File: config.mk
export PLATFORM = sky130hd
export DESIGN_NAME = fre_row_erase
export DESIGN_NICKNAME = d
export VERILOG_FILES = /design/src/design/fre_pkg.sv /design/src/design/fre_erase_seq.sv /design/src/design/fre_row_erase.sv
export SDC_FILE = /design/constraint.sdc
export NUM_CORES = 1
export LEC_CHECK = 0
export BUFFER_PORTS_ARGS = -buffer_cell sky130_fd_sc_hd__buf_2
export CORE_MARGIN = 1.5
export CORE_UTILIZATION = 56
export CTS_CLUSTER_SIZE = 12
export DETAILED_ROUTE_END_ITERATION = 12
export GPL_ROUTABILITY_DRIVEN = 0
export GPL_TIMING_DRIVEN = 1
export PLACE_DENSITY = 0.8
export SLEW_MARGIN = 0
export SYNTH_ARGS = -nofsm -noshare
export SYNTH_HDL_FRONTEND = slang
export SYNTH_SLANG_ARGS = --single-unit
File: constraint.sdc
create_clock -name aclk -period 2.9 [get_ports aclk]
set_input_delay 0.29 -clock aclk [delete_from_list [all_inputs] [get_ports aclk]]
set_output_delay 0.29 -clock aclk [all_outputs]
set_load 0.005 [all_outputs]
File: src/design/fre_pkg.sv
// Purpose: constants, types and helpers of the row erase call block
// Assumes: 32-bit AXI4-Lite register slave, 125 MHz aclk
package fre_pkg;
	// --------------------------------------------------------------
	// register map (byte offsets)
	// --------------------------------------------------------------
	localparam logic [7:0] REG_CHAN = 8'h00;
	localparam logic [7:0] REG_CTRL = 8'h04;
	localparam logic [7:0] REG_STAT = 8'h08;
	localparam logic [7:0] REG_IEN  = 8'h0c;
	localparam logic [7:0] REG_ICLR = 8'h10;
	localparam logic [7:0] REG_VSEL = 8'h14;
	localparam int CTRL_START = 0;
	localparam int CTRL_REQ_LO = 1;
	localparam int CTRL_BUSY = 8;
	localparam int IRQ_DONE = 0;
	localparam int IRQ_ERR = 1;
	localparam logic [1:0] RESP_OK = 2'h0;
	localparam logic [1:0] RESP_SLVERR = 2'h2;
	// --------------------------------------------------------------
	// call encoding
	// --------------------------------------------------------------
	localparam logic [1:0] REQ_DEBUG = 2'h0;
	localparam logic [7:0] OP_ROW_ERASE = 8'h1c;
	localparam logic [7:0] OP_SOFT_RESET = 8'h1b;
	localparam logic [7:0] BLOCK_ON = 8'h01;
	localparam logic [6:0] RTYPE_SYS = 7'h00;
	localparam logic [6:0] RTYPE_APP = 7'h01;
	localparam int BIT_STALL = 2;
	localparam int BIT_HWSEQ = 1;
	localparam int BIT_ARGS_IN_DATA = 0;
	localparam logic [3:0] STAT_OK = 4'ha;
	localparam logic [3:0] STAT_ERR = 4'hf;
	localparam logic [27:0] ERR_NONE = 28'h0000000;
	localparam logic [27:0] ERR_BAD_OP = 28'h0000001;
	localparam logic [27:0] ERR_ALIGN = 28'h0000002;
	localparam logic [27:0] ERR_FLASH = 28'h0000003;
	localparam logic [31:0] PARAM_ADDR_OFS = 32'h00000004;
	localparam logic [31:0] ROW_BYTES = 32'h00000200;
	// --------------------------------------------------------------
	// high voltage pulse timing
	// --------------------------------------------------------------
	localparam int CLK_NS = 8;
	localparam int HV_PULSE_NS = 1000;
	localparam int HV_GAP_NS = 1000;
	localparam logic [7:0] HV_PULSE_CYC =
		8'((HV_PULSE_NS + CLK_NS - 1) / CLK_NS);
	localparam logic [7:0] HV_GAP_CYC =
		8'((HV_GAP_NS + CLK_NS - 1) / CLK_NS);
	localparam logic [3:0] HV_PULSES = 4'h4;
	// --------------------------------------------------------------
	// types
	// --------------------------------------------------------------
	typedef struct packed {
		logic        req;
		logic        we;
		logic [31:0] addr;
		logic [31:0] wdata;
	} fre_sram_req_t;
	typedef struct packed {
		logic        ack;
		logic [31:0] rdata;
	} fre_sram_rsp_t;
	typedef struct packed {
		logic        hv_pulse;
		logic        erase_act;
		logic [31:0] row_addr;
	} fre_flash_t;
	typedef enum logic [6:0] {
		ST_IDLE    = 7'b0000001,
		ST_RD_OP   = 7'b0000010,
		ST_RD_ADDR = 7'b0000100,
		ST_ERASE   = 7'b0001000,
		ST_WR_RET  = 7'b0010000,
		ST_DONE    = 7'b0100000,
		ST_RESET   = 7'b1000000
	} fre_state_t;
	typedef enum logic [3:0] {
		ES_IDLE  = 4'b0001,
		ES_PULSE = 4'b0010,
		ES_GAP   = 4'b0100,
		ES_FW    = 4'b1000
	} fre_eseq_t;
	// base address of the row holding any byte
	function automatic logic [31:0] fre_row_base(input logic [31:0] a);
		return a & ~(ROW_BYTES - 32'h00000001);
	endfunction : fre_row_base
	// byte-lane merge of a register write
	function automatic logic [31:0] fre_merge(input logic [31:0] old,
		input logic [31:0] nw, input logic [3:0] strb);
		logic [31:0] r;
		r = old;
		for (int i = 0; i < 4; i++) begin
			if (strb[i]) begin
				r[i*8 +: 8] = nw[i*8 +: 8];
			end
		end
		return r;
	endfunction : fre_merge
endpackage : fre_pkg

File: src/design/fre_erase_seq.sv
// Purpose: erase sequencer for one flash row
// Assumes: flash array reports failure level at finish
// Notes: firmware mode passes firmware pulse request through
`timescale 1ns/1ps
`default_nettype none
module fre_erase_seq
	import fre_pkg::*;
(
	// clock and reset
	input  wire logic        aclk,
	input  wire logic        aresetn,
	// request
	input  wire logic        start,
	input  wire logic [31:0] row_addr,
	input  wire logic        hw_seq,
	// firmware control and flash status
	input  wire logic        fw_hv_pulse,
	input  wire logic        fw_done,
	input  wire logic        flash_fail,
	// results
	output fre_flash_t       flash,
	output logic             done,
	output logic             fail
);
	typedef struct packed {
		fre_eseq_t  st;
		logic [7:0] cnt;
		logic [3:0] pulses;
		fre_flash_t fl;
		logic       done;
		logic       fail;
	} fre_seq_st_t;

	fre_seq_st_t s;
	fre_seq_st_t n;

	// --------------------------------------------------------------
	// sequencing
	// --------------------------------------------------------------
	always_comb begin
		n = s;
		n.done = 1'b0;
		n.fail = 1'b0;
		case (s.st)
			ES_IDLE: begin
				if (start) begin
					n.fl.row_addr = fre_row_base(row_addr);
					n.fl.erase_act = 1'b1;
					n.cnt = 8'h00;
					n.pulses = 4'h0;
					if (hw_seq) begin
						n.fl.hv_pulse = 1'b1;
						n.st = ES_PULSE;
					end else begin
						n.st = ES_FW;
					end
				end
			end
			ES_PULSE: begin
				n.cnt = s.cnt + 8'h01;
				if (s.cnt == HV_PULSE_CYC - 8'h01) begin
					n.fl.hv_pulse = 1'b0;
					n.cnt = 8'h00;
					n.pulses = s.pulses + 4'h1;
					n.st = ES_GAP;
				end
			end
			ES_GAP: begin
				n.cnt = s.cnt + 8'h01;
				if (s.cnt == HV_GAP_CYC - 8'h01) begin
					n.cnt = 8'h00;
					if (s.pulses == HV_PULSES) begin
						n.st = ES_IDLE;
						n.fl.erase_act = 1'b0;
						n.done = 1'b1;
						n.fail = flash_fail;
					end else begin
						n.fl.hv_pulse = 1'b1;
						n.st = ES_PULSE;
					end
				end
			end
			ES_FW: begin
				n.fl.hv_pulse = fw_hv_pulse;
				if (fw_done) begin
					n.fl.hv_pulse = 1'b0;
					n.fl.erase_act = 1'b0;
					n.st = ES_IDLE;
					n.done = 1'b1;
					n.fail = flash_fail;
				end
			end
			default: begin
				n.st = ES_IDLE;
			end
		endcase
	end

	// state register
	always_ff @(posedge aclk) begin
		if (!aresetn) begin
			s <= '{st: ES_IDLE, default: '0};
		end else begin
			s <= n;
		end
	end

	assign flash = s.fl;
	assign done = s.done;
	assign fail = s.fail;

	hw_seq_a: assert property (@(posedge aclk) disable iff (!aresetn)
		(s.st == ES_IDLE && start) |=> (s.fl.hv_pulse == $past(hw_seq))
		&& (s.st == ($past(hw_seq) ? ES_PULSE : ES_FW)))
		else $error("sequencing mode does not follow bit 1");
	row_base_a: assert property (@(posedge aclk) disable iff (!aresetn)
		(s.st == ES_IDLE && start) |=>
		s.fl.row_addr == fre_row_base($past(row_addr)))
		else $error("erase row address is not the row base");
endmodule : fre_erase_seq
`default_nettype wire

File: src/design/fre_row_erase.sv
// Purpose: row erase and soft reset call interpreter, AXI4-Lite slave
// Assumes: parameter block reached over a req/ack SRAM port
// Notes: busy calls ignore new start writes
`timescale 1ns/1ps
`default_nettype none
module fre_row_erase
	import fre_pkg::*;
(
	// clock and reset
	input  wire logic        aclk,
	input  wire logic        aresetn,
	// axi4-lite write
	input  wire logic [7:0]  awaddr,
	input  wire logic        awvalid,
	output logic             awready,
	input  wire logic [31:0] wdata,
	input  wire logic [3:0]  wstrb,
	input  wire logic        wvalid,
	output logic             wready,
	output logic [1:0]       bresp,
	output logic             bvalid,
	input  wire logic        bready,
	// axi4-lite read
	input  wire logic [7:0]  araddr,
	input  wire logic        arvalid,
	output logic             arready,
	output logic [31:0]      rdata,
	output logic [1:0]       rresp,
	output logic             rvalid,
	input  wire logic        rready,
	// sram port for the parameter block
	output fre_sram_req_t    sram_o,
	input  wire fre_sram_rsp_t sram_i,
	// flash array
	output fre_flash_t       flash_o,
	input  wire logic        flash_fail,
	input  wire logic        fw_hv_pulse,
	input  wire logic        fw_done,
	// system side
	output logic             hold_helper_core,
	output logic             stall_flash_reads,
	output logic             sys_reset_req,
	output logic             app_reset_req,
	output logic             vcc_sel,
	output logic             call_done,
	output logic             irq
);
	typedef struct packed {
		fre_state_t    st;
		logic [31:0]   chan;
		logic [1:0]    req;
		logic [31:0]   ptr;
		logic [31:0]   opw;
		logic [31:0]   ret;
		logic          ret_to_sram;
		logic          rst_pend;
		logic [1:0]    stat;
		logic [1:0]    ien;
		logic          irq;
		logic          vsel;
		fre_sram_req_t sram;
		logic          erase_go;
		logic          blk_helper;
		logic          stall_rd;
		logic          hwseq;
		logic          done_pulse;
		logic          sys_rst;
		logic          app_rst;
		logic          aw_have;
		logic          w_have;
		logic [7:0]    awaddr;
		logic [31:0]   wdata;
		logic [3:0]    wstrb;
		logic          awready;
		logic          wready;
		logic          bvalid;
		logic [1:0]    bresp;
		logic          arready;
		logic          rvalid;
		logic [31:0]   rdata;
		logic [1:0]    rresp;
	} fre_top_st_t;

	fre_top_st_t s;
	fre_top_st_t n;
	logic        seq_done;
	logic        seq_fail;

	// --------------------------------------------------------------
	// erase sequencer
	// --------------------------------------------------------------
	fre_erase_seq u_seq (
		.aclk        (aclk),
		.aresetn     (aresetn),
		.start       (s.erase_go),
		.row_addr    (s.ptr),
		.hw_seq      (s.hwseq),
		.fw_hv_pulse (fw_hv_pulse),
		.fw_done     (fw_done),
		.flash_fail  (flash_fail),
		.flash       (flash_o),
		.done        (seq_done),
		.fail        (seq_fail)
	);

	// --------------------------------------------------------------
	// bus slave and call sequencing
	// --------------------------------------------------------------
	always_comb begin
		logic       do_start;
		logic [1:0] clr;
		logic [1:0] set;
		do_start = 1'b0;
		clr = 2'h0;
		set = 2'h0;
		n = s;
		n.erase_go = 1'b0;
		n.done_pulse = 1'b0;
		n.sys_rst = 1'b0;
		n.app_rst = 1'b0;
		// write address and data are taken in either order
		if (awvalid && s.awready) begin
			n.aw_have = 1'b1;
			n.awaddr = awaddr;
		end
		if (wvalid && s.wready) begin
			n.w_have = 1'b1;
			n.wdata = wdata;
			n.wstrb = wstrb;
		end
		if (s.bvalid && bready) begin
			n.bvalid = 1'b0;
		end
		if (n.aw_have && n.w_have && !s.bvalid) begin
			n.aw_have = 1'b0;
			n.w_have = 1'b0;
			n.bvalid = 1'b1;
			n.bresp = RESP_OK;
			case (n.awaddr)
				REG_CHAN: n.chan = fre_merge(s.chan, n.wdata, n.wstrb);
				REG_CTRL: begin
					if (n.wstrb[0] && n.wdata[CTRL_START]
						&& s.st == ST_IDLE) begin
						do_start = 1'b1;
						n.req = n.wdata[CTRL_REQ_LO +: 2];
					end
				end
				REG_STAT: n.bresp = RESP_OK;
				REG_IEN: n.ien = n.wstrb[0] ? n.wdata[1:0] : s.ien;
				REG_ICLR: clr = n.wstrb[0] ? n.wdata[1:0] : 2'h0;
				REG_VSEL: n.vsel = n.wstrb[0] ? n.wdata[0] : s.vsel;
				default: n.bresp = RESP_SLVERR;
			endcase
		end
		// read channel, one outstanding read
		if (s.rvalid && rready) begin
			n.rvalid = 1'b0;
		end
		if (arvalid && s.arready) begin
			n.rvalid = 1'b1;
			n.rresp = RESP_OK;
			case (araddr)
				REG_CHAN: n.rdata = s.chan;
				REG_CTRL: n.rdata = {23'h0, s.st != ST_IDLE, 5'h0,
					s.req, 1'b0};
				REG_STAT: n.rdata = {30'h0, s.stat};
				REG_IEN:  n.rdata = {30'h0, s.ien};
				REG_ICLR: n.rdata = 32'h00000000;
				REG_VSEL: n.rdata = {31'h0, s.vsel};
				default: begin
					n.rdata = 32'h00000000;
					n.rresp = RESP_SLVERR;
				end
			endcase
		end
		// call state machine; its channel word write beats the bus
		case (s.st)
			ST_IDLE: begin
				if (do_start) begin
					n.ptr = s.chan;
					n.rst_pend = 1'b0;
					if (n.req == REQ_DEBUG
						&& s.chan[31:24] == OP_SOFT_RESET
						&& s.chan[BIT_ARGS_IN_DATA]) begin
						n.opw = s.chan;
						n.ret_to_sram = 1'b0;
						n.st = ST_DONE;
						if (s.chan[7:1] == RTYPE_SYS
							|| s.chan[7:1] == RTYPE_APP) begin
							n.ret = {STAT_OK, ERR_NONE};
							n.rst_pend = 1'b1;
						end else begin
							n.ret = {STAT_ERR, ERR_BAD_OP};
						end
					end else if (s.chan[1:0] != 2'h0) begin
						// misaligned pointer: nowhere safe in sram
						n.ret = {STAT_ERR, ERR_ALIGN};
						n.ret_to_sram = 1'b0;
						n.st = ST_DONE;
					end else begin
						n.sram = '{req: 1'b1, we: 1'b0,
							addr: s.chan, wdata: 32'h0};
						n.st = ST_RD_OP;
					end
				end
			end
			ST_RD_OP: begin
				if (sram_i.ack) begin
					n.opw = sram_i.rdata;
					n.sram.req = 1'b0;
					n.ret_to_sram = s.req != REQ_DEBUG;
					n.st = n.ret_to_sram ? ST_WR_RET : ST_DONE;
					if (sram_i.rdata[31:24] == OP_ROW_ERASE) begin
						n.ret_to_sram = 1'b1;
						n.sram.req = 1'b1;
						n.sram.addr = s.ptr + PARAM_ADDR_OFS;
						n.st = ST_RD_ADDR;
					end else if (sram_i.rdata[31:24] == OP_SOFT_RESET
						&& (sram_i.rdata[7:1] == RTYPE_SYS
						|| sram_i.rdata[7:1] == RTYPE_APP)) begin
						n.ret = {STAT_OK, ERR_NONE};
						n.rst_pend = 1'b1;
					end else begin
						n.ret = {STAT_ERR, ERR_BAD_OP};
					end
				end
			end
			ST_RD_ADDR: begin
				if (sram_i.ack) begin
					n.sram.req = 1'b0;
					n.ptr = sram_i.rdata;
					n.erase_go = 1'b1;
					n.blk_helper = s.opw[15:8] == BLOCK_ON;
					n.stall_rd = s.opw[BIT_STALL];
					n.hwseq = s.opw[BIT_HWSEQ];
					n.st = ST_ERASE;
				end
			end
			ST_ERASE: begin
				if (seq_done) begin
					n.blk_helper = 1'b0;
					n.stall_rd = 1'b0;
					n.ptr = s.chan;
					n.ret = seq_fail ? {STAT_ERR, ERR_FLASH}
						: {STAT_OK, ERR_NONE};
					n.st = ST_WR_RET;
				end
			end
			ST_WR_RET: begin
				if (!s.sram.req) begin
					n.sram = '{req: 1'b1, we: 1'b1,
						addr: s.ptr, wdata: s.ret};
				end else if (sram_i.ack) begin
					n.sram.req = 1'b0;
					n.sram.we = 1'b0;
					n.st = ST_DONE;
				end
			end
			ST_DONE: begin
				if (!s.ret_to_sram) begin
					n.chan = s.ret;
				end
				n.done_pulse = 1'b1;
				set[IRQ_DONE] = 1'b1;
				set[IRQ_ERR] = s.ret[31:28] == STAT_ERR;
				// reset goes out last so the return word is in place
				n.st = s.rst_pend ? ST_RESET : ST_IDLE;
			end
			ST_RESET: begin
				n.sys_rst = s.opw[7:1] == RTYPE_SYS;
				n.app_rst = s.opw[7:1] == RTYPE_APP;
				n.rst_pend = 1'b0;
				n.st = ST_IDLE;
			end
			default: begin
				n.st = ST_IDLE;
			end
		endcase
		// sticky status: a new event wins over a clear
		n.stat = (s.stat & ~clr) | set;
		n.irq = |(n.stat & n.ien);
		n.awready = !n.aw_have && !n.bvalid;
		n.wready = !n.w_have && !n.bvalid;
		n.arready = !n.rvalid;
	end

	// state register
	always_ff @(posedge aclk) begin
		if (!aresetn) begin
			s <= '{st: ST_IDLE, default: '0};
		end else begin
			s <= n;
		end
	end

	// --------------------------------------------------------------
	// outputs, all from flops
	// --------------------------------------------------------------
	assign awready = s.awready;
	assign wready = s.wready;
	assign bresp = s.bresp;
	assign bvalid = s.bvalid;
	assign arready = s.arready;
	assign rdata = s.rdata;
	assign rresp = s.rresp;
	assign rvalid = s.rvalid;
	assign sram_o = s.sram;
	assign hold_helper_core = s.blk_helper;
	assign stall_flash_reads = s.stall_rd;
	assign sys_reset_req = s.sys_rst;
	assign app_reset_req = s.app_rst;
	assign vcc_sel = s.vsel;
	assign call_done = s.done_pulse;
	assign irq = s.irq;

	chan_return_a: assert property (@(posedge aclk) disable iff (!aresetn)
		(s.st == ST_DONE && !s.ret_to_sram) |=> s.chan == $past(s.ret))
		else $error("return word missing from channel word");
	sram_return_a: assert property (@(posedge aclk) disable iff (!aresetn)
		(s.st == ST_WR_RET && s.sram.req) |-> s.sram.we
		&& s.sram.addr == s.ptr && s.sram.wdata == s.ret)
		else $error("return write to parameter block is wrong");
	ret_code_a: assert property (@(posedge aclk) disable iff (!aresetn)
		s.st == ST_DONE |-> (s.ret[31:28] == STAT_OK
		&& s.ret[27:0] == ERR_NONE) || s.ret[31:28] == STAT_ERR)
		else $error("return status nibble is invalid");
	erase_op_a: assert property (@(posedge aclk) disable iff (!aresetn)
		s.erase_go |-> s.opw[31:24] == OP_ROW_ERASE)
		else $error("erase started without row erase opcode");
	hold_core_a: assert property (@(posedge aclk) disable iff (!aresetn)
		s.erase_go |-> s.blk_helper == (s.opw[15:8] == BLOCK_ON))
		else $error("helper core hold does not match blocking byte");
	stall_read_a: assert property (@(posedge aclk) disable iff (!aresetn)
		s.erase_go |-> s.stall_rd == s.opw[BIT_STALL] ##1
		flash_o.erase_act)
		else $error("read stall does not match bit 2");
	reset_kind_a: assert property (@(posedge aclk) disable iff (!aresetn)
		$rose(s.sys_rst) || $rose(s.app_rst) |->
		$past(s.done_pulse) && (s.sys_rst != s.app_rst))
		else $error("soft reset kind or order is wrong");
	done_after_a: assert property (@(posedge aclk) disable iff (!aresetn)
		s.done_pulse |-> !flash_o.erase_act && !s.blk_helper
		##1 !s.done_pulse)
		else $error("completion signalled during erase");
endmodule : fre_row_erase
`default_nettype wire

==> metrics <==
wire length of the first global-routing pass 58,300 um; Post-Synth Simple-Gate Area ~18%; adder and majority gate portion of the synthesized area 0.467%; post-synthesis compound-gate area fraction 21.2%; maximum operating frequency between 0.3 and 0.4 GHz; H-tree depth 1; fraction of synthesized cell area in xor and xnor cells less than 1%; # nets final between 1,500 and 2,000; GR Util met2 between 40% and 50%; Min-Delay Path Class primary input to flop; fraction of final layout cells sized beyond drive strength 1 20.7%; final routed wire length divided by cell count 18.4 um; Gate Count Post-Synth approximately 1,600; DRC violation count after routing 0; maximum buffer depth of the clock tree 3; estimated wirelength of the detail-placed design 26,400 um; clock tree root driver cell sky130_fd_sc_hd__clkbuf_16; Syn. warnings 0; vias in the first global route 11,100; Relative slew margins approximately 50%; initial core utilization approximately 57%; RSZ-0062 raised after global routing false; most area-consuming cells after synthesis sky130_fd_sc_hd__dfxtp_1 41%, sky130_fd_sc_hd__buf_4 8.0%, sky130_fd_sc_hd__mux2i_1 5.4%; dominant cell type by area after synthesis sky130_fd_sc_hd__dfxtp_1; status complete, no violations; clock tree from TritonCTS built; commonest non-fill, non-tap cells in the layout 273 x sky130_fd_sc_hd__dfxtp_1, 205 x sky130_fd_sc_hd__buf_2, 166 x sky130_fd_sc_hd__nand2_1; number of core rows 56; area added between synthesis and finish 11.9%; vertical extent of the die around 160 um; setup violation total in the final timing report 0; die boundary width about 160 um; required time worst endpoint between 3 and 4 ns; via density per instance approximately 6; share of the yosys chip area belonging to registers between 40 and 50%; io pins roughly 240; Post-Synthesis Mean Instance Area about 8.4 sq um; number of buffers inserted by port buffering slightly above 200; clock slew at the register clock pins of the worst setup and hold paths ~0.060 ns; mux share of post-synthesis cell area approximately 6%; leftover overflow at the end of global routing 0; number of antenna violations at the first check in global routing 7; flip-flop and latch count after synthesis about 270; Routed Antenna Nets 0; dominant combinational cell family by area after synthesis compound AO/OA/AOI/OAI gates; type of element launching the critical path flop; fill cell instance count of the final layout around 2,000; global routing usage on met1 a little over two fifths; Placed Cells incl. Taps 1,961; maximum resistive drop on vdd approximately 0.00043 V; Netlist Area Pre-Place between 10,000 and 15,000 sq um; classification of the worst setup path flop to flop; FF/Latch Area ~5500 sq um; area taken by multi-input logic gates roughly 6400 sq um; number of search-and-repair iterations in the first detailed-routing pass 6; transition time at the pin with the least slew margin between 0.7 and 0.8 ns; Total Routing Usage GR between 20 and 30%; number of buffers inserted by post-CTS setup repair 0; CTS sink cnt between 200 and 300; Pleak 5.83 nW; Yosys top cell area share approximately two fifths; power per unit of standard cell area 591 nW/um^2; ys async rst share 0%; routed wire length about 37,000 um; final core utilization between 60 and 70%; busiest layer in global routing met2; count of flip-flops with a built-in enable after synthesis 0; most common library cell in the layout ignoring fill and taps sky130_fd_sc_hd__dfxtp_1; Top FF cell, synth sky130_fd_sc_hd__dfxtp_1; Final min period between 2 and 3 ns; number of max-slew violations in the final report 0; pin count of the biggest net entering global routing 73; setup skew after layout approximately 0.022 ns; clock latency on the worst-skew pair 0.55 ns; count of vias placed by the detailed router roughly 12,000; number of hold violations in the final report 0; critical path arrival ~3.1 ns; Critical Path Fanout Max 32; DIE AREA ~25,000 sq um; max capacitance violation total 0; portion of the clock cycle consumed by the worst path in the final layout slightly above 90%; post-route setup TNS 0 ns; final standard cell count with taps included and fillers excluded slightly above 2,000; number of distinct library cells after synthesis 81; core outline area 23,500 sq um; Detailed Route Iter0 Violations about 1,400; element type at the critical path end flop; met3 usage under 10%; number of buffers created by CTS 29
==> power breakdown <==
| group | switching [mW] | internal, mW | total [mW] |
|---|---|---|---|
| logic | 0.654 | 0.473 | 1.13 |
| clock network | 1.49 | 2.05 | 3.54 |
| registers | 0.233 | 3.96 | 4.20 |
==> critical path, cell delays in order, from the launching register on <==
cell and delay (ns):
sky130_fd_sc_hd__dfxtp_1 0.39, sky130_fd_sc_hd__or4_1 0.60, sky130_fd_sc_hd__buf_4 0.19, sky130_fd_sc_hd__nor2_2 0.12, sky130_fd_sc_hd__o21ai_1 0.10, sky130_fd_sc_hd__a221oi_2 0.32
sky130_fd_sc_hd__buf_4 0.40, sky130_fd_sc_hd__a21oi_1 0.15, sky130_fd_sc_hd__a211oi_1 0.26
==> kinds of logic (layout without fill, tap and decap cells) <==
| logic type | after synthesis | count (layout) |
|---|---|---|
| and+or+nand+nor | 525 | 525 |
| DFF | 273 | 273 |
| buffers and inverters | 280 | 353 |
| muxes | 77 | 77 |
| xor gates and xnor gates | 13 | 13 |
| AOI/OAI and AO/OA | 421 | 421 |
| adders and majority gates | 5 | 5 |
| other | 1 | 43 |
==> routing by layer <==
metal	part of all wire, %	wire [um]
met1	43	16000
met2	43	16100
met4	2.7	1020
met3	11	4290
met5	0.032	12
==> synth_stat cells, types with 16 or more instances <==
cell type,number
sky130_fd_sc_hd__dfxtp_1,273
sky130_fd_sc_hd__nand2_1,167
sky130_fd_sc_hd__nor2_1,164
sky130_fd_sc_hd__buf_4,143
sky130_fd_sc_hd__a21oi_1,133
sky130_fd_sc_hd__a211oi_1,78
sky130_fd_sc_hd__clkbuf_1,72
sky130_fd_sc_hd__mux2i_1,72
sky130_fd_sc_hd__o21ai_0,49
sky130_fd_sc_hd__a22oi_1,37
sky130_fd_sc_hd__nand3_1,36
sky130_fd_sc_hd__nor3_1,36
sky130_fd_sc_hd__a311oi_1,31
sky130_fd_sc_hd__buf_2,26
sky130_fd_sc_hd__inv_1,25
sky130_fd_sc_hd__a31oi_1,17
sky130_fd_sc_hd__nand4_1,17
sky130_fd_sc_hd__nor4_1,16
==> per-stage QoR <==
| stage | worst slack, ns | area [sq um] | hold WS, ns | power [mW] |
|---|---|---|---|---|
| 2_1_floorplan | 0.568 | 13500 | 0.412 | 5.04 |
| 3_3_place_gp | 0.209 | 13900 | 0.439 | 5.32 |
| 3_5_place_dp | 0.160 | 13900 | 0.446 | 5.36 |
| 4_1_cts | 0.224 | 15000 | 0.00164 | 8.87 |
| 5_1_grt | 0.0634 | 15000 | 0.00905 | 9.19 |
| 6_report | 0.238 | 15000 | 0.00894 | 8.86 |
==> worst paths after layout <==
check | end | startpoint | slack [ns] | depth (start not counted)
setup / recovery | s[241]$_SDFFE_PN0P_ | s[302]$_SDFFE_PN0P_ | 0.24 | 8
hold / removal | s[62]$_SDFF_PN0_ | wdata[17] | 0.009 | 3
setup reg to reg | s[241]$_SDFFE_PN0P_ | s[302]$_SDFFE_PN0P_ | 0.24 | 8
hold reg to reg | u_seq.flash[15]$_SDFFE_PN0P_ | u_seq.flash[15]$_SDFFE_PN0P_ | 0.45 | 2
==> sequential cells by signal, indices dropped and copies added (netlist names), 16 cells and up <==
| name | flops |
|---|---|
| u_seq.s | 16 |
| rdata | 32 |
| u_seq.flash | 25 |
| sram_o | 38 |
| s | 146 |
==> layout make-up <==
| cell class | count | area share [%] |
|---|---|---|
| Sequential cell | 273 | 36.5 |
| Inverter | 26 | 0.684 |
| Clock inverter | 5 | 0.217 |
| Clock buffer | 44 | 5.82 |
| Antenna cell | 6 | 0.100 |
| Tap cell | 319 | 2.66 |
| Multi-Input combinational cell | 1078 | 42.9 |
| Timing Repair Buffer | 278 | 11.1 |
==> repair_timing <==
action                     4_1_cts  5_1_grt
setup endpoints to repair        0        1
hold buffers                    13        0
hold endpoints to repair        13        0
resized for setup                0        1
Note: power is estimated with default switching activity, not from simulation.
